[src/inc/cfsb_defs.svh]
`ifndef CFSB_DEFS_SVH
`define CFSB_DEFS_SVH

// ----------------------------------------------------------------
// command codes
// ----------------------------------------------------------------
`define CFSB_CMD_WORD 8'h79
`define CFSB_CMD_VOUT 8'h7A
`define CFSB_CMD_IOUT 8'h7B
`define CFSB_CMD_INPUT 8'h7C

// ----------------------------------------------------------------
// detail register bit positions
// ----------------------------------------------------------------
`define CFSB_VOUT_OVF 7
`define CFSB_VOUT_OVW 6
`define CFSB_VOUT_UVW 5
`define CFSB_VOUT_UVF 4
`define CFSB_VOUT_VMAX 3
`define CFSB_VOUT_TON 2
`define CFSB_IOUT_OCF 7
`define CFSB_IOUT_OCW 5
`define CFSB_INPUT_LOWVIN 3

// ----------------------------------------------------------------
// summary word bit positions (high byte counted within its byte)
// ----------------------------------------------------------------
`define CFSB_LO_OFF 6
`define CFSB_LO_OVF 5
`define CFSB_LO_OCF 4
`define CFSB_LO_TEMP 2
`define CFSB_LO_CML 1
`define CFSB_LO_OTHER 0
`define CFSB_HI_VOLT 7
`define CFSB_HI_CURR 6
`define CFSB_HI_INPUT 5
`define CFSB_HI_VENDOR 4
`define CFSB_HI_PNG 3

// ----------------------------------------------------------------
// implemented bits and reset values
// ----------------------------------------------------------------
`define CFSB_VOUT_IMPL 8'hFC
`define CFSB_IOUT_IMPL 8'hA0
`define CFSB_INPUT_IMPL 8'h08
`define CFSB_STATUS_RST 8'h00
`define CFSB_MASK_RST 8'h00
`define CFSB_MASK_PNG_RST 1'b1

`endif

[src/inc/cfsb_pkg.sv]
package cfsb_pkg;

  // ----------------------------------------------------------------
  // input supply tracking, gray coded
  // ----------------------------------------------------------------
  typedef enum logic [0:0] {
    CFSB_VIN_POWERUP = 1'b0,
    CFSB_VIN_ARMED = 1'b1
  } cfsb_vin_state_type;

  // ----------------------------------------------------------------
  // complete state of the status bank
  // ----------------------------------------------------------------
  typedef struct packed {
    logic [7:0] voutStatus;
    logic [7:0] ioutStatus;
    logic [7:0] inputStatus;
    cfsb_vin_state_type vinState;
    logic [7:0] maskVout;
    logic [7:0] maskIout;
    logic [7:0] maskInput;
    logic maskPng;
    logic [15:0] rdData;
    logic rdValid;
    logic rdError;
    logic smbAlert;
    logic powerNotGood;
  } cfsb_state_type;

endpackage : cfsb_pkg

[src/hw/cfsb_status_bank.sv]
`timescale 1ns/1ps
`include "cfsb_defs.svh"

module cfsb_status_bank (
  // clock, reset, enable
  input wire logic clk,
  input wire logic sys_rst,
  input wire logic ce,
  // host command port
  input wire logic [7:0] cmdCode,
  input wire logic rdStb,
  input wire logic wrStb,
  input wire logic maskWrStb,
  input wire logic [7:0] wrData,
  // live output voltage conditions
  input wire logic overVoltFaultLive,
  input wire logic overVoltWarnLive,
  input wire logic underVoltWarnLive,
  input wire logic underVoltFaultLive,
  input wire logic voutAboveCeilingReq,
  input wire logic turnOnTimeoutLive,
  // live output current conditions
  input wire logic overcurrentFaultLive,
  input wire logic overcurrentWarnLive,
  // input supply levels
  input wire logic vinAboveOn,
  input wire logic vinBelowOff,
  // converter and other summaries
  input wire logic converterEnabled,
  input wire logic overTempLive,
  input wire logic temperatureStatusAny,
  input wire logic commMemoryLogicAny,
  input wire logic vendorOverTempFlag,
  input wire logic vendorMinWarnFlag,
  // answers
  output logic [15:0] rdData,
  output logic rdValid,
  output logic rdError,
  output logic smbAlert,
  output logic powerNotGood
);

  // ----------------------------------------------------------------
  // state
  // ----------------------------------------------------------------
  cfsb_pkg::cfsb_state_type state_reg;
  cfsb_pkg::cfsb_state_type state_next;

  logic [7:0] voutSet;
  logic [7:0] ioutSet;
  logic [7:0] inputSet;
  logic [7:0] voutClr;
  logic [7:0] ioutClr;
  logic [7:0] inputClr;
  logic [7:0] inputView;
  logic [7:0] summaryLow;
  logic [7:0] summaryHigh;
  logic pngLive;
  logic voltageSummaryBit;
  logic currentSummaryBit;
  logic inputSummaryBit;
  logic vendorSummaryBit;
  logic anyUnmasked;

  // ----------------------------------------------------------------
  // event capture
  // ----------------------------------------------------------------
  always_comb begin
    voutSet = 8'h00;
    voutSet[`CFSB_VOUT_OVF] = overVoltFaultLive;
    voutSet[`CFSB_VOUT_OVW] = overVoltWarnLive;
    voutSet[`CFSB_VOUT_UVW] = underVoltWarnLive;
    voutSet[`CFSB_VOUT_UVF] = underVoltFaultLive;
    voutSet[`CFSB_VOUT_VMAX] = voutAboveCeilingReq;
    voutSet[`CFSB_VOUT_TON] = turnOnTimeoutLive;
    ioutSet = 8'h00;
    ioutSet[`CFSB_IOUT_OCF] = overcurrentFaultLive;
    ioutSet[`CFSB_IOUT_OCW] = overcurrentWarnLive;
    inputSet = 8'h00;
    // only armed drops latch; power-up period is shown live instead
    if (state_reg.vinState == cfsb_pkg::CFSB_VIN_ARMED) begin
      inputSet[`CFSB_INPUT_LOWVIN] = vinBelowOff;
    end
  end

  // ----------------------------------------------------------------
  // host clears, write one to clear
  // ----------------------------------------------------------------
  always_comb begin
    voutClr = 8'h00;
    ioutClr = 8'h00;
    inputClr = 8'h00;
    if (wrStb) begin
      if (cmdCode == `CFSB_CMD_VOUT) begin
        voutClr = wrData & `CFSB_VOUT_IMPL;
      end else if (cmdCode == `CFSB_CMD_IOUT) begin
        ioutClr = wrData & `CFSB_IOUT_IMPL;
      end else if (cmdCode == `CFSB_CMD_INPUT) begin
        inputClr = wrData & `CFSB_INPUT_IMPL;
      end else begin
        // summary word and unknown codes: writes have no effect
        inputClr = 8'h00;
      end
    end
  end

  // ----------------------------------------------------------------
  // live views and summary word
  // ----------------------------------------------------------------
  always_comb begin
    inputView = state_reg.inputStatus;
    if (state_reg.vinState == cfsb_pkg::CFSB_VIN_POWERUP) begin
      inputView[`CFSB_INPUT_LOWVIN] = 1'b1;
    end
    // low input while powering up or dropped below turn-off level
    pngLive = overVoltFaultLive | overVoltWarnLive |
              underVoltWarnLive | underVoltFaultLive |
              turnOnTimeoutLive | overTempLive |
              overcurrentFaultLive | overcurrentWarnLive |
              (state_reg.vinState == cfsb_pkg::CFSB_VIN_POWERUP) |
              vinBelowOff;
    voltageSummaryBit = |state_reg.voutStatus;
    currentSummaryBit = state_reg.ioutStatus[`CFSB_IOUT_OCF] |
                        state_reg.ioutStatus[`CFSB_IOUT_OCW];
    inputSummaryBit = |inputView;
    vendorSummaryBit = vendorOverTempFlag | vendorMinWarnFlag;
    summaryHigh = 8'h00;
    summaryHigh[`CFSB_HI_VOLT] = voltageSummaryBit;
    summaryHigh[`CFSB_HI_CURR] = currentSummaryBit;
    summaryHigh[`CFSB_HI_INPUT] = inputSummaryBit;
    summaryHigh[`CFSB_HI_VENDOR] = vendorSummaryBit;
    summaryHigh[`CFSB_HI_PNG] = pngLive;
    summaryLow = 8'h00;
    summaryLow[`CFSB_LO_OFF] = ~converterEnabled;
    summaryLow[`CFSB_LO_OVF] =
      state_reg.voutStatus[`CFSB_VOUT_OVF];
    summaryLow[`CFSB_LO_OCF] =
      state_reg.ioutStatus[`CFSB_IOUT_OCF];
    summaryLow[`CFSB_LO_TEMP] = temperatureStatusAny;
    summaryLow[`CFSB_LO_CML] = commMemoryLogicAny;
    // reads 1 after reset because the low-input bit starts live
    summaryLow[`CFSB_LO_OTHER] =
      (|(state_reg.voutStatus & ~(8'h01 << `CFSB_VOUT_OVF))) |
      state_reg.ioutStatus[`CFSB_IOUT_OCW] |
      inputView[`CFSB_INPUT_LOWVIN];
  end

  // ----------------------------------------------------------------
  // next state
  // ----------------------------------------------------------------
  always_comb begin
    state_next = state_reg;
    state_next.rdValid = 1'b0;
    state_next.rdError = 1'b0;

    // set wins over a clear in the same cycle
    state_next.voutStatus = ((state_reg.voutStatus & ~voutClr) |
                             voutSet) & `CFSB_VOUT_IMPL;
    state_next.ioutStatus = ((state_reg.ioutStatus & ~ioutClr) |
                             ioutSet) & `CFSB_IOUT_IMPL;
    state_next.inputStatus = ((state_reg.inputStatus & ~inputClr) |
                              inputSet) & `CFSB_INPUT_IMPL;

    case (state_reg.vinState)
      cfsb_pkg::CFSB_VIN_POWERUP: begin
        if (vinAboveOn) begin
          state_next.vinState = cfsb_pkg::CFSB_VIN_ARMED;
        end
      end
      cfsb_pkg::CFSB_VIN_ARMED: begin
        state_next.vinState = cfsb_pkg::CFSB_VIN_ARMED;
      end
      default: begin
        state_next.vinState = cfsb_pkg::CFSB_VIN_POWERUP;
      end
    endcase

    // companion mask bits, loaded by the host through maskWrStb
    if (maskWrStb) begin
      if (cmdCode == `CFSB_CMD_WORD) begin
        state_next.maskPng = wrData[`CFSB_HI_PNG];
      end else if (cmdCode == `CFSB_CMD_VOUT) begin
        state_next.maskVout = wrData & `CFSB_VOUT_IMPL;
      end else if (cmdCode == `CFSB_CMD_IOUT) begin
        state_next.maskIout = wrData & `CFSB_IOUT_IMPL;
      end else if (cmdCode == `CFSB_CMD_INPUT) begin
        state_next.maskInput = wrData & `CFSB_INPUT_IMPL;
      end
    end

    // reads see the contents before any clear of this cycle
    if (rdStb) begin
      state_next.rdValid = 1'b1;
      if (cmdCode == `CFSB_CMD_WORD) begin
        state_next.rdData = {summaryHigh, summaryLow};
      end else if (cmdCode == `CFSB_CMD_VOUT) begin
        state_next.rdData = {8'h00, state_reg.voutStatus};
      end else if (cmdCode == `CFSB_CMD_IOUT) begin
        state_next.rdData = {8'h00, state_reg.ioutStatus};
      end else if (cmdCode == `CFSB_CMD_INPUT) begin
        state_next.rdData = {8'h00, inputView};
      end else begin
        state_next.rdData = 16'h0000;
        state_next.rdError = 1'b1;
      end
    end

    state_next.powerNotGood = pngLive;
    state_next.smbAlert = anyUnmasked;
  end

  // ----------------------------------------------------------------
  // alert, from the post-update bits so a clear releases it at once
  // ----------------------------------------------------------------
  always_comb begin
    // power-up low input is never latched; it alerts here only through pngLive when maskPng is clear
    anyUnmasked =
      (|(state_next.voutStatus & ~state_next.maskVout)) |
      (|(state_next.ioutStatus & ~state_next.maskIout)) |
      (|(state_next.inputStatus & ~state_next.maskInput)) |
      (pngLive & ~state_next.maskPng);
  end

  // ----------------------------------------------------------------
  // registers
  // ----------------------------------------------------------------
  always_ff @(posedge clk) begin
    if (sys_rst) begin
      state_reg.voutStatus <= `CFSB_STATUS_RST;
      state_reg.ioutStatus <= `CFSB_STATUS_RST;
      state_reg.inputStatus <= `CFSB_STATUS_RST;
      state_reg.vinState <= cfsb_pkg::CFSB_VIN_POWERUP;
      state_reg.maskVout <= `CFSB_MASK_RST;
      state_reg.maskIout <= `CFSB_MASK_RST;
      state_reg.maskInput <= `CFSB_MASK_RST;
      state_reg.maskPng <= `CFSB_MASK_PNG_RST;
      state_reg.rdData <= 16'h0000;
      state_reg.rdValid <= 1'b0;
      state_reg.rdError <= 1'b0;
      state_reg.smbAlert <= 1'b0;
      state_reg.powerNotGood <= 1'b1;
    end else if (ce) begin
      state_reg <= state_next;
    end
  end

  // ----------------------------------------------------------------
  // outputs
  // ----------------------------------------------------------------
  assign rdData = state_reg.rdData;
  assign rdValid = state_reg.rdValid;
  assign rdError = state_reg.rdError;
  assign smbAlert = state_reg.smbAlert;
  assign powerNotGood = state_reg.powerNotGood;

endmodule : cfsb_status_bank

[config.mk]
export PLATFORM = sky130hd
export DESIGN_NAME = cfsb_status_bank
export DESIGN_NICKNAME = d
export VERILOG_FILES = /design/src/inc/cfsb_pkg.sv /design/src/hw/cfsb_status_bank.sv
export VERILOG_INCLUDE_DIRS = /design/src /design/src/inc
export SDC_FILE = /design/constraint.sdc
export NUM_CORES = 1
export LEC_CHECK = 0
export ABC_CLOCK_PERIOD_IN_PS = 2270
export BUFFER_PORTS_ARGS = -buffer_cell sky130_fd_sc_hd__buf_4
export CAP_MARGIN = 40
export CORE_UTILIZATION = 25
export DETAILED_ROUTE_END_ITERATION = 7
export SLEW_MARGIN = 20
export SYNTH_ARGS = -nofsm -noshare
export SYNTH_HDL_FRONTEND = slang
export SYNTH_SLANG_ARGS = --single-unit
[constraint.sdc]
create_clock -name clk -period 2.27 [get_ports clk]
set_input_delay 0.1135 -clock clk [delete_from_list [all_inputs] [get_ports clk]]
set_output_delay 0.1135 -clock clk [all_outputs]
set_load 0.03 [all_outputs]
Word-level counts from Yosys, hierarchy flattened
Cells that the tools add are included.

storage, ports and cells
  register bits = 55
  latch bits = 0
  memory bits (writable) = 0
  memory bits (read-only) = 0
  input port bits = 38
  output and inout port bits = 20
  logic and storage cells = 88
  memories = 0

operators by class
  add/subtract/negate cells = 0
  multipliers = 0
  div/mod/pow operators = 0
  order comparisons = 0
  eq/ne operators = 4
  shift-type cells = 0
  mux-type cells = 30
  bitwise gates (word level) = 35
  reduce and logical (&&, ||, !) cells = 6

operators with widths
  operator                                             count
  two-way mux 8 bit                                    11
  inverter 8 bit                                       5
  bitwise AND 8 bit                                    4
  equality test 8 x 7 -> 1 bit, second input constant  4
  two-way mux 16 bit                                   2
  two-way mux 25 bit                                   1
  two-way mux 24 bit                                   1
  OR reduction 8 bit                                   3
  two-way mux 4 bit                                    5
  OR 1 bit                                             16
  OR 8 bit                                             2
  bitwise AND 4 x 8 -> 8 bit                           1
  two-way mux 1 bit                                    8
  OR reduction 6 bit                                   1
  OR reduction 5 bit                                   1
  bitwise AND 4 bit                                    1
  inverter 4 bit                                       1
  OR 4 bit                                             1
  inverter 1 bit                                       3
  two-way mux 2 bit                                    1
  one-hot mux 1 bit (2 select lines)                   1
  AND reduction 2 bit                                  1
  bitwise AND 1 bit                                    1

Depth between registers and ports, before layout
Gate-level depths: netlist (run 1).

  depth in word-level cells = 12
  gate-level depth with buffers = 7
  depth with buffers taken out = 5

Worst setup path before layout (run 1)
Ideal clock, no wire load.

  path type = input to register
  start = input port cmdCode[1]
  end = register, netlist name smbAlert
  library setup time = 142 ps
  arrival time = 1587 ps
  data required time = 2128 ps
  path slack = 541 ps
  stages = 7
  buffers on the path = 2
  path through = buf_6 -> or3b_4 -> buf_6 -> o41ai_4 -> a221oi_2 -> a2111oi_2 -> a311oi_1

between the ends
  longest elaborated chain between the ends = 12
  elaborated cells between the ends (all ways) = 44
  those cells by class = eq/ne: 4; mux: 17; bitwise: 20; reduce/logical: 3

RTL lines
  item                                                              RTL line                                          source
  from (decl)                                                       cfsb_status_bank.sv:10                            input wire logic [7:0] cmdCode,
  equality test 8 x 7 -> 1 bit (no line)                            -
  two-way mux 8 bit or two-way mux 4 bit (tied branches)            cfsb_status_bank.sv:96, cfsb_status_bank.sv:98
  two-way mux 8 bit or two-way mux 4 bit (tied branches)            cfsb_status_bank.sv:94, cfsb_status_bank.sv:96
  two-way mux 8 bit or two-way mux 4 bit (tied branches)            cfsb_status_bank.sv:93, cfsb_status_bank.sv:94
  inverter 8 bit or two-way mux 4 bit (tied branches)               cfsb_status_bank.sv:159, cfsb_status_bank.sv:93
  bitwise AND 8 bit or inverter 4 bit (tied branches)               cfsb_status_bank.sv:159, cfsb_status_bank.sv:161
  OR 8 bit or bitwise AND 4 bit (tied branches)                     cfsb_status_bank.sv:159, cfsb_status_bank.sv:161
  bitwise AND 8 bit or OR 4 bit (tied branches)                     cfsb_status_bank.sv:219, cfsb_status_bank.sv:161
  OR reduction 8 bit or bitwise AND 4 x 8 -> 8 bit (tied branches)  cfsb_status_bank.sv:219, cfsb_status_bank.sv:220
  OR 1 bit or OR reduction 8 bit (tied branches)                    cfsb_status_bank.sv:218, cfsb_status_bank.sv:220
  OR 1 bit                                                          cfsb_status_bank.sv:219                           (|(state_next.ioutStatus & ~state_next.maskIout)) |
  OR 1 bit *                                                        cfsb_status_bank.sv:220                           (|(state_next.inputStatus & ~state_next.maskInput)) |

Every way passes the cells marked *; elsewhere a longest branch is shown, timed or not.
A chain may end at the register's enable or synchronous reset.

Worst setup path after layout (run 1)
  start = input port cmdCode[2]
  end = register, netlist name smbAlert

between the ends
  longest elaborated chain between the ends = 12
  elaborated cells between the ends (all ways) = 44
  those cells by class = eq/ne: 4; mux: 17; bitwise: 20; reduce/logical: 3

RTL lines
  item                                                              RTL line
  equality test 8 x 7 -> 1 bit (no line)                            -
  two-way mux 8 bit or two-way mux 4 bit (tied branches)            cfsb_status_bank.sv:96, cfsb_status_bank.sv:98
  two-way mux 8 bit or two-way mux 4 bit (tied branches)            cfsb_status_bank.sv:94, cfsb_status_bank.sv:96
  two-way mux 8 bit or two-way mux 4 bit (tied branches)            cfsb_status_bank.sv:93, cfsb_status_bank.sv:94
  inverter 8 bit or two-way mux 4 bit (tied branches)               cfsb_status_bank.sv:159, cfsb_status_bank.sv:93
  bitwise AND 8 bit or inverter 4 bit (tied branches)               cfsb_status_bank.sv:159, cfsb_status_bank.sv:161
  OR 8 bit or bitwise AND 4 bit (tied branches)                     cfsb_status_bank.sv:159, cfsb_status_bank.sv:161
  bitwise AND 8 bit or OR 4 bit (tied branches)                     cfsb_status_bank.sv:219, cfsb_status_bank.sv:161
  OR reduction 8 bit or bitwise AND 4 x 8 -> 8 bit (tied branches)  cfsb_status_bank.sv:219, cfsb_status_bank.sv:220
  OR 1 bit or OR reduction 8 bit (tied branches)                    cfsb_status_bank.sv:218, cfsb_status_bank.sv:220
  OR 1 bit                                                          cfsb_status_bank.sv:219
  OR 1 bit *                                                        cfsb_status_bank.sv:220

Marks and branches as above.

==> results_dict.tcl, run 1 <==
set metrics [dict create \
    ys.flop_type "dfxtp_1" \
    io_pins 58 \
    die_x_um 94.9 \
    dpl.hpwl_um 4480 \
    cts.reportedPaths.clkPinSlew_ns 0.08 \
    cpMaxStageDelayCell "or3b_4" \
    p_total_mw 1.54 \
    hp-class "input port to flip-flop" \
    combinationalPowerShare_pct 15.7 \
    power.internal_mw 1.13 \
    clock.fmax_mhz 594 \
    cts_resized 0 \
    crit_required_ns 2.43 \
    dieArea_sq_um 9010 \
    fin_worst_skew_ns 0.00286 \
    synthArstFlopShare_pct 0 \
    path_delay_family "simple AND/OR/NAND/NOR gates" \
    clk_latency_ns 0.29 \
    rows 33 \
    fin_setup_tns_ns 0 \
    routabilityCongestion 0.829 \
    clkSinkCount 37 \
    fillCellCount 866 \
    grt_pass1_vias 1950 \
    rsz0062_at_grt "no" \
    cp-start-kind "input port" \
    synthTopCellsByCount "dfxtp_1 (37), nor2_1 (29), nand2_1 (27), a21oi_1 (18), buf_4 (16)" \
    placed_area_sq_um 2520 \
    antenna_found_initial 0 \
    status "finished, final reports clean" \
    period_minus_slack_ns 1.68 \
    tightestPinTransition_ns 0.629 \
    post_cts_buffers 0 \
    fin_crit_sh_pct 74.1 \
    switching_share_pct 27.0 \
    grt_remaining_overflow 0 \
    maxSlewViolCount 0 \
    cp_slowest_stage_delay_ns 0.51 \
    numCtsBuffers 5 \
    synthDistinctLibCells 47 \
    die_h_um 94.9 \
    whs_ns 0.0555 \
    synth.top_cell.area_share_pct 34.3 \
    ys_top_cells_by_area "dfxtp_1 (34%), buf_4 (5.6%), mux2i_1 (5.1%)" \
    cts.htree.levels 2 \
    synth-edff-count 0 \
    crit_fanout 11 \
    coreArea_sq_um 8300 \
    viasPerCell 5.13 \
    irDropWorstVdd_v 0.000232 \
    crit_type "input port to flip-flop" \
    vias 2032 \
    crit_buf_inv 2 \
    synth.cell_area_sq_um 2160 \
    drt_iter0_drc 175 \
    route.detailed.drc 0 \
    yosysSeqAreaShare_pct 34.3 \
    ys_ff_latch 37 \
    nNetsFinal 328 \
    maxCapViolations 0 \
    hold_buffers 0 \
    synth_area_per_cell_sq_um 8.40 \
    ys_warn_count 0 \
    io_buffer_count 52 \
    crit_top_cell "buf_4" \
    p_clk_share_pct 39.4 \
    relSlewSlack_pct 57.5 \
    wl_per_cell_um 15.5 \
    endpoint_kind "flip-flop" \
    drtAntennaViolNets 0 \
    root_buffer "clkbuf_8" \
    syn_inst 257 \
    clock_path_buffers 2 \
    worstPathArrival_ns 1.84 \
    p_leak_nw 0.996 \
    area_delta_synth_final_pct 22.3 \
    r2r_slack_ns 0.69 \
    cts_tree "done" \
    largest_reg_flops 20 \
    final_cell_area_sq_um 2640 \
    antenna_cells 0 \
    p_per_area_nw_per_um2 584 \
    seq_power_share_pct 44.9 \
    grt_pass1_wl_um 9760 \
    crit_chain "buf_4 -> or3b_4 -> nor3_4 -> buf_4 -> a221oi_2 -> a2111oi_2 -> a311oi_1" \
    final_util_pct 31.8 \
    yosysMostFrequentCell "dfxtp_1" \
    grt_use_total_pct 14.3 \
    wirelength_um 6140 \
    finalSetupViolCount 0 \
    finalHoldViolCount 0 \
    grt_max_degree 38 \
    layout-drive-gt1-share_pct 26.5 \
    dr.pass1.iters 4 \
    start_util_pct 26.0 \
    switchingPower_mw 0.416 \
    yosys.area.top_type "dfxtp_1" \
]
kinds of logic after synthesis:
logic type / after synthesis / share of synthesized area (%)
flops: 37 / 34.3
mux: 11 / 5.10
xor+xnor: 1 / 0.406
buf+inv: 47 / 12.1
compound gates: 64 / 25.6
simple gates: 96 / 22.3
other cells: 1 / 0.174
layout by cell type, fill, tap and decap left out, drive strengths merged, types with 2 or more instances in the layout:
| master | netlist | final |
|---|---|---|
| a2111oi | 2 | 2 |
| a21oi | 18 | 18 |
| a221oi | 10 | 10 |
| a311oi | 8 | 8 |
| buf | 25 | 58 |
| clkbuf | 9 | 6 |
| conb | 1 | 3 |
| dfxtp | 37 | 37 |
| inv | 13 | 13 |
| mux2i | 11 | 11 |
| nand2 | 27 | 27 |
| nand3 | 9 | 9 |
| nand3b | 2 | 2 |
| nand4 | 2 | 2 |
| nand4b | 2 | 2 |
| nand4bb | 2 | 2 |
| nor2 | 29 | 29 |
| nor3 | 13 | 13 |
| o211ai | 4 | 4 |
| o31a | 6 | 6 |
| o41ai | 9 | 9 |
| or3b | 3 | 3 |
power groups by stage:
stage          Clock (mW)  Sequential (mW)  Combinational [mW]
6_report            0.608            0.693               0.242
5_1_grt             0.651            0.696               0.264
4_1_cts             0.619            0.693               0.242
3_5_place_dp            0            0.707               0.240
3_3_place_gp            0            0.707               0.237
2_1_floorplan           0            0.706               0.147
layout make-up:
type / count / area (sq um) / area share [%]
inverter: 13 / 48.8 / 1.85
tap: 105 / 131 / 4.97
multi-input combinational: 175 / 1160 / 44.1
sequential: 37 / 741 / 28.0
timing repair buffer: 58 / 435 / 16.5
clock buffer: 6 / 82.6 / 3.13
clock inverter: 2 / 37.5 / 1.42
tightest hold or removal path, cell delays in order:
cell     delay, ns
buf_4         0.08
a21oi_1       0.05
nor2_1        0.07
final timing paths:
path,from,endpoint,cells after the start
min,vinAboveOn,state_reg[45],3
max,cmdCode[2],smbAlert,7
max reg2reg,state_reg[45],smbAlert,4
min reg2reg,rdError,rdError,2
routing by layer:
layer	track usage (%)	share of wire (%)
met4	4.92	2.0
met5	0	0
met2	23.6	47
met3	3.78	6.1
met1	17.9	45
stage by stage:
step / cells / setup slack (ns)
floorplan: 259 / 0.541
global placement: 388 / 0.288
detailed placement: 388 / 0.271
CTS: 396 / 0.583
global route: 396 / 0.500
finish: 396 / 0.588
Note: power is estimated with default switching activity, not from simulation.
==> run 2: changes to the inputs <==
--- a/config.mk
+++ b/config.mk
@@ -6,7 +6,7 @@
 export SDC_FILE = /design/constraint.sdc
 export NUM_CORES = 1
 export LEC_CHECK = 0
-export ABC_CLOCK_PERIOD_IN_PS = 2270
+export ABC_CLOCK_PERIOD_IN_PS = 1500
 export BUFFER_PORTS_ARGS = -buffer_cell sky130_fd_sc_hd__buf_4
 export CAP_MARGIN = 40
 export CORE_UTILIZATION = 25
==> constraint.sdc (replaced) <==
create_clock -name clk -period 1.5 [get_ports clk]
set_input_delay 0.075 -clock clk [delete_from_list [all_inputs] [get_ports clk]]
set_output_delay 0.075 -clock clk [all_outputs]
set_load 0.03 [all_outputs]
==> run 2 against run 1 <==
Net effect: setup slack lost 0.55 ns; utilization grew 6.1 points; sequential share of layout area shrank 4.5 points; via count grew 10%; global-route usage grew 1.4 points; count of clock-buffer cells in the layout shrank 1; clock power grew 38%; register-to-register slack lost 0.60 ns; sequential power grew 52%.
==> results_dict.tcl, run 2 (synthesis results as in run 1) <==
set metrics [dict create \
    hold_buffers 0 \
    area_delta_synth_final_pct 45.6 \
    endpoint_kind "flip-flop" \
    power.internal_mw 1.74 \
    p_per_area_nw_per_um2 759 \
    cts.htree.levels 2 \
    layout-drive-gt1-share_pct 38.4 \
    combinationalPowerShare_pct 20.8 \
    io_pins 58 \
    clock.fmax_mhz 682 \
    dr.pass1.iters 4 \
    dpl.hpwl_um 5340 \
    grt_remaining_overflow 0 \
    setup_ws_ns 0.0335 \
    drtAntennaViolNets 0 \
    final_util_pct 37.9 \
    vias 2242 \
    maxSlewViolCount 0 \
    numCtsBuffers 5 \
    crit_fanout 8 \
    fin_crit_sh_pct 97.8 \
    placed_area_sq_um 2900 \
    start_util_pct 26.0 \
    grt_use_total_pct 15.7 \
    period_minus_slack_ns 1.47 \
    grt_pass1_wl_um 10800 \
    p_leak_nw 1.27 \
    clkSinkCount 37 \
    die_h_um 94.9 \
    root_buffer "clkbuf_8" \
    antenna_found_initial 0 \
    wirelength_um 6850 \
    coreArea_sq_um 8300 \
    fin_worst_skew_ns 0.0112 \
    pre_cts_slack_ns -0.436 \
    antenna_cells 0 \
    maxCapViolations 0 \
    finalHoldViolCount 0 \
    crit_required_ns 1.65 \
    route.detailed.drc 0 \
    switching_share_pct 27.2 \
    irDropWorstVdd_v 0.000366 \
    status "finished, final reports clean" \
    switchingPower_mw 0.648 \
    wl_per_cell_um 15.5 \
    crit_type "input port to flip-flop" \
    final_cell_area_sq_um 3140 \
    layout_common_cells "buf_4 (91), dfxtp_1 (37), nor2_1 (29)" \
    worstPathArrival_ns 1.62 \
    grt_pass1_vias 2188 \
    hp-class "input port to flip-flop" \
    clock_path_buffers 2 \
    grt_max_degree 38 \
    seq_power_share_pct 44.1 \
    cts.reportedPaths.clkPinSlew_ns 0.07 \
    drt_iter0_drc 134 \
    viasPerCell 5.08 \
    p_total_mw 2.39 \
    largest_reg_flops 20 \
    nNetsFinal 374 \
    die_x_um 94.9 \
    dieArea_sq_um 9010 \
    cts_tree "done" \
    routabilityCongestion 0.921 \
    finalSetupViolCount 0 \
    cp-start-kind "input port" \
    rows 33 \
    rsz0062_at_grt "yes" \
    clk_latency_ns 0.29 \
    whs_ns 0.0237 \
    layout_commonest_cell "buf_4" \
    p_clk_share_pct 35.1 \
    io_buffer_count 52 \
]
## run 2: changes by cell type in the layout (fill, tap and decap cells not counted), sizes merged
cell      before  now
clkinv         0    1
buf           58  104
clkinvlp       1    0
clkbuf         6    5
## run 2: power groups by stage
stage          Combinational, mW  Sequential (mW)  Clock, mW
6_report                   0.496             1.05      0.838
5_1_grt                    0.532             1.05      0.908
4_1_cts                    0.477             1.05      0.860
3_5_place_dp               0.464             1.07          0
3_3_place_gp               0.460             1.07          0
2_1_floorplan              0.234             1.07          0
## run 2: path summary, 6_finish.rpt
kind	depth (start not counted)	end	startpoint	slack, ns
setup / recovery	7	smbAlert	cmdCode[2]	0.03
hold reg to reg	2	rdData[13]	rdData[13]	0.46
hold / removal	3	state_reg[45]	vinAboveOn	0.02
setup reg to reg	4	smbAlert	state_reg[45]	0.09
## run 2: critical path: stages
cell and delay (ns):
buf_6 0.09, or3b_4 0.47, buf_6 0.15, o41ai_4 0.23
nand2_1 0.14, a2111oi_4 0.31, a311oi_1 0.13
## run 2: layout make-up
type / count / area (sq um)
multi-input cells: 175 / 1270
clock buffers: 5 / 68.8
flip-flops and latches: 37 / 741
clock inverters: 2 / 35.0
repair buffers: 104 / 847
fillers: 870 / 5150
well taps: 105 / 131
inverters: 13 / 48.8
## run 2: stage by stage
step	setup TNS, ns	std cells
3_5_place_dp	-2.36	430
5_1_grt	-0.0280	441
4_1_cts	-0.0109	439
3_3_place_gp	-2.31	430
2_1_floorplan	-0.141	259
6_report	0	441
## run 2: metal layers
metal  share of wire [%]  vias up  track usage [%]  wire length (um)
met3                 7.0       16             3.14               480
met5                   0        -                0                 0
met1                  46     1046             21.4              3130
met4                 2.0        0             6.31               135
met2                  45       97             24.0              3100
li1                    -     1083                -                 -
## run 2: repair_timing
item,CTS,global route
resized for setup,6,14
setup endpoints to repair,1,1
pin swaps,4,7
cloned,0,0
setup buffers,2,2
==> run 3: changes to the inputs <==
--- a/config.mk
+++ b/config.mk
@@ -6,7 +6,7 @@
 export SDC_FILE = /design/constraint.sdc
 export NUM_CORES = 1
 export LEC_CHECK = 0
-export ABC_CLOCK_PERIOD_IN_PS = 1500
+export ABC_CLOCK_PERIOD_IN_PS = 1760
 export BUFFER_PORTS_ARGS = -buffer_cell sky130_fd_sc_hd__buf_4
 export CAP_MARGIN = 40
 export CORE_UTILIZATION = 25
==> constraint.sdc (replaced) <==
create_clock -name clk -period 1.76 [get_ports clk]
set_input_delay 0.088 -clock clk [delete_from_list [all_inputs] [get_ports clk]]
set_output_delay 0.088 -clock clk [all_outputs]
set_load 0.03 [all_outputs]
==> run 3 against run 2 <==
Net effect: global-route usage down 0.89 points; non-clock buffer count fell by 25; clock power shrank 26%; utilization down 4.2 points; sequential share of layout area rose by 3.0 points; worst hold slack better by 0.032 ns; flip-flop and latch count stayed put; setup slack improved by 0.17 ns; count of clock-buffer cells in the layout grew 1; register-to-register slack gained 0.12 ns; final cell count decreased by 5.7%; critical endpoint unchanged.
==> results_dict.tcl, run 3 (synthesis results as in run 1) <==
set metrics [dict create \
    clock.fmax_mhz 643 \
    area_delta_synth_final_pct 29.4 \
    p_per_area_nw_per_um2 666 \
    routabilityCongestion 0.846 \
    drtAntennaViolNets 0 \
    viasPerCell 5.01 \
    finalSetupViolCount 0 \
    grt_pass1_wl_um 10300 \
    cts.htree.levels 2 \
    clk_latency_ns 0.29 \
    layout_commonest_cell "buf_4" \
    maxSlewViolCount 0 \
    cp-start-kind "flip-flop" \
    die_h_um 94.9 \
    fin_worst_skew_ns 0.00435 \
    final_util_pct 33.7 \
    coreArea_sq_um 8300 \
    endpoint_kind "flip-flop" \
    clkSinkCount 37 \
    seq_area_sq_um 741 \
    dpl.hpwl_um 4840 \
    met1_usage_pct 19.1 \
    root_buffer "clkbuf_8" \
    cts.reportedPaths.clkPinSlew_ns 0.07 \
    vias 2085 \
    status "finished, final reports clean" \
    numCtsBuffers 5 \
    start_util_pct 26.0 \
    drt_iter0_drc 158 \
    period_minus_slack_ns 1.55 \
    post_cts_buffers 0 \
    nNetsFinal 349 \
    multi_input_area_sq_um 1160 \
    grt_use_total_pct 14.8 \
    fillCellCount 881 \
    dr.pass1.iters 4 \
    layout_common_cells "buf_4 (77), dfxtp_1 (37), nor2_1 (29)" \
    layout-drive-gt1-share_pct 31.2 \
    p_leak_nw 1.09 \
    cts_tree "done" \
    groute.layer.met2.usage_pct 24.0 \
    crit_required_ns 1.92 \
    grt_max_degree 38 \
    die_x_um 94.9 \
    rows 33 \
    crit_fanout 2 \
    wl_per_cell_um 15.2 \
    io_buffer_count 52 \
    worst_hold_startpoint "vinAboveOn" \
    wirelength_um 6330 \
    route.detailed.drc 0 \
    hold_buffers 0 \
    crit_type "flip-flop to flip-flop" \
    busiest_layer "met2" \
    p_total_mw 1.86 \
    grt_remaining_overflow 0 \
    finalHoldViolCount 0 \
    dieArea_sq_um 9010 \
    relSlewSlack_pct 67.2 \
    crit_start "state_reg[45]" \
    cts_resized 0 \
    irDropWorstVdd_v 0.000212 \
    worstPathArrival_ns 1.71 \
    io_pins 58 \
    antenna_cells 0 \
    maxCapViolations 0 \
    largest_reg_flops 20 \
    rsz0062_at_grt "no" \
    r2r-start "state_reg[45]" \
    clock_path_buffers 2 \
    tightestPinTransition_ns 0.485 \
    gr-usage-met3_pct 2.98 \
    hp-class "input port to flip-flop" \
    grt_pass1_vias 2093 \
    antenna_found_initial 0 \
    fin_crit_sh_pct 88.3 \
]
run 3: cell types whose count changed in the layout (fill, tap and decap cells not counted), sizes merged:
cell	change
buf	-25
bufinv	-1
clkbuf	+1
clkinv	-1
clkinvlp	+1
run 3: area by class of cell:
cell class / count / area share, %
tap: 105 / 4.70
sequential: 37 / 26.5
inverter: 13 / 1.75
clock buffer: 6 / 2.96
multi-input combinational: 175 / 41.7
clock inverter: 1 / 0.269
timing repair buffer: 79 / 22.1
run 3: path summary, 6_finish.rpt:
check	endpoint	slack [ns]	cells after the start
worst min register to register	rdData[11]	0.46	2
worst max register to register	smbAlert	0.21	5
worst max-delay path	smbAlert	0.21	5
worst min-delay path	state_reg[45]	0.06	3
run 3: through the flow:
stage	hold WS, ns	setup slack [ns]	cell area (sq um)	instances	setup TNS [ns]
floorplan	0.233	0.0561	2170	259	0
global placement	0.327	-0.0460	2700	409	-0.0460
detailed placement	0.348	-0.0588	2700	409	-0.0588
CTS	0.0407	0.197	2790	416	0
global route	0.0672	0.0831	2790	416	0
finish	0.0554	0.205	2790	416	0
run 3: critical path, stage by stage, from the launching register on:
cell      delay [ns]
dfxtp_1         0.33
nor4b_1         0.25
buf_4           0.17
nand4_1         0.19
a221oi_1        0.35
a311oi_1        0.13
run 3: metal layers:
layer	vias to the layer above	share of wire, %
met1	976	47
met4	0	1.6
met3	11	5.3
li1	1030	-
met5	-	0
met2	68	46
run 3: where the power goes:
part           switching (mW)  leakage [nW]  internal (mW)  total [mW]
sequential             0.0254         0.302          0.863       0.889
combinational           0.194         0.742          0.155       0.350
clock                   0.314        0.0433          0.310       0.623
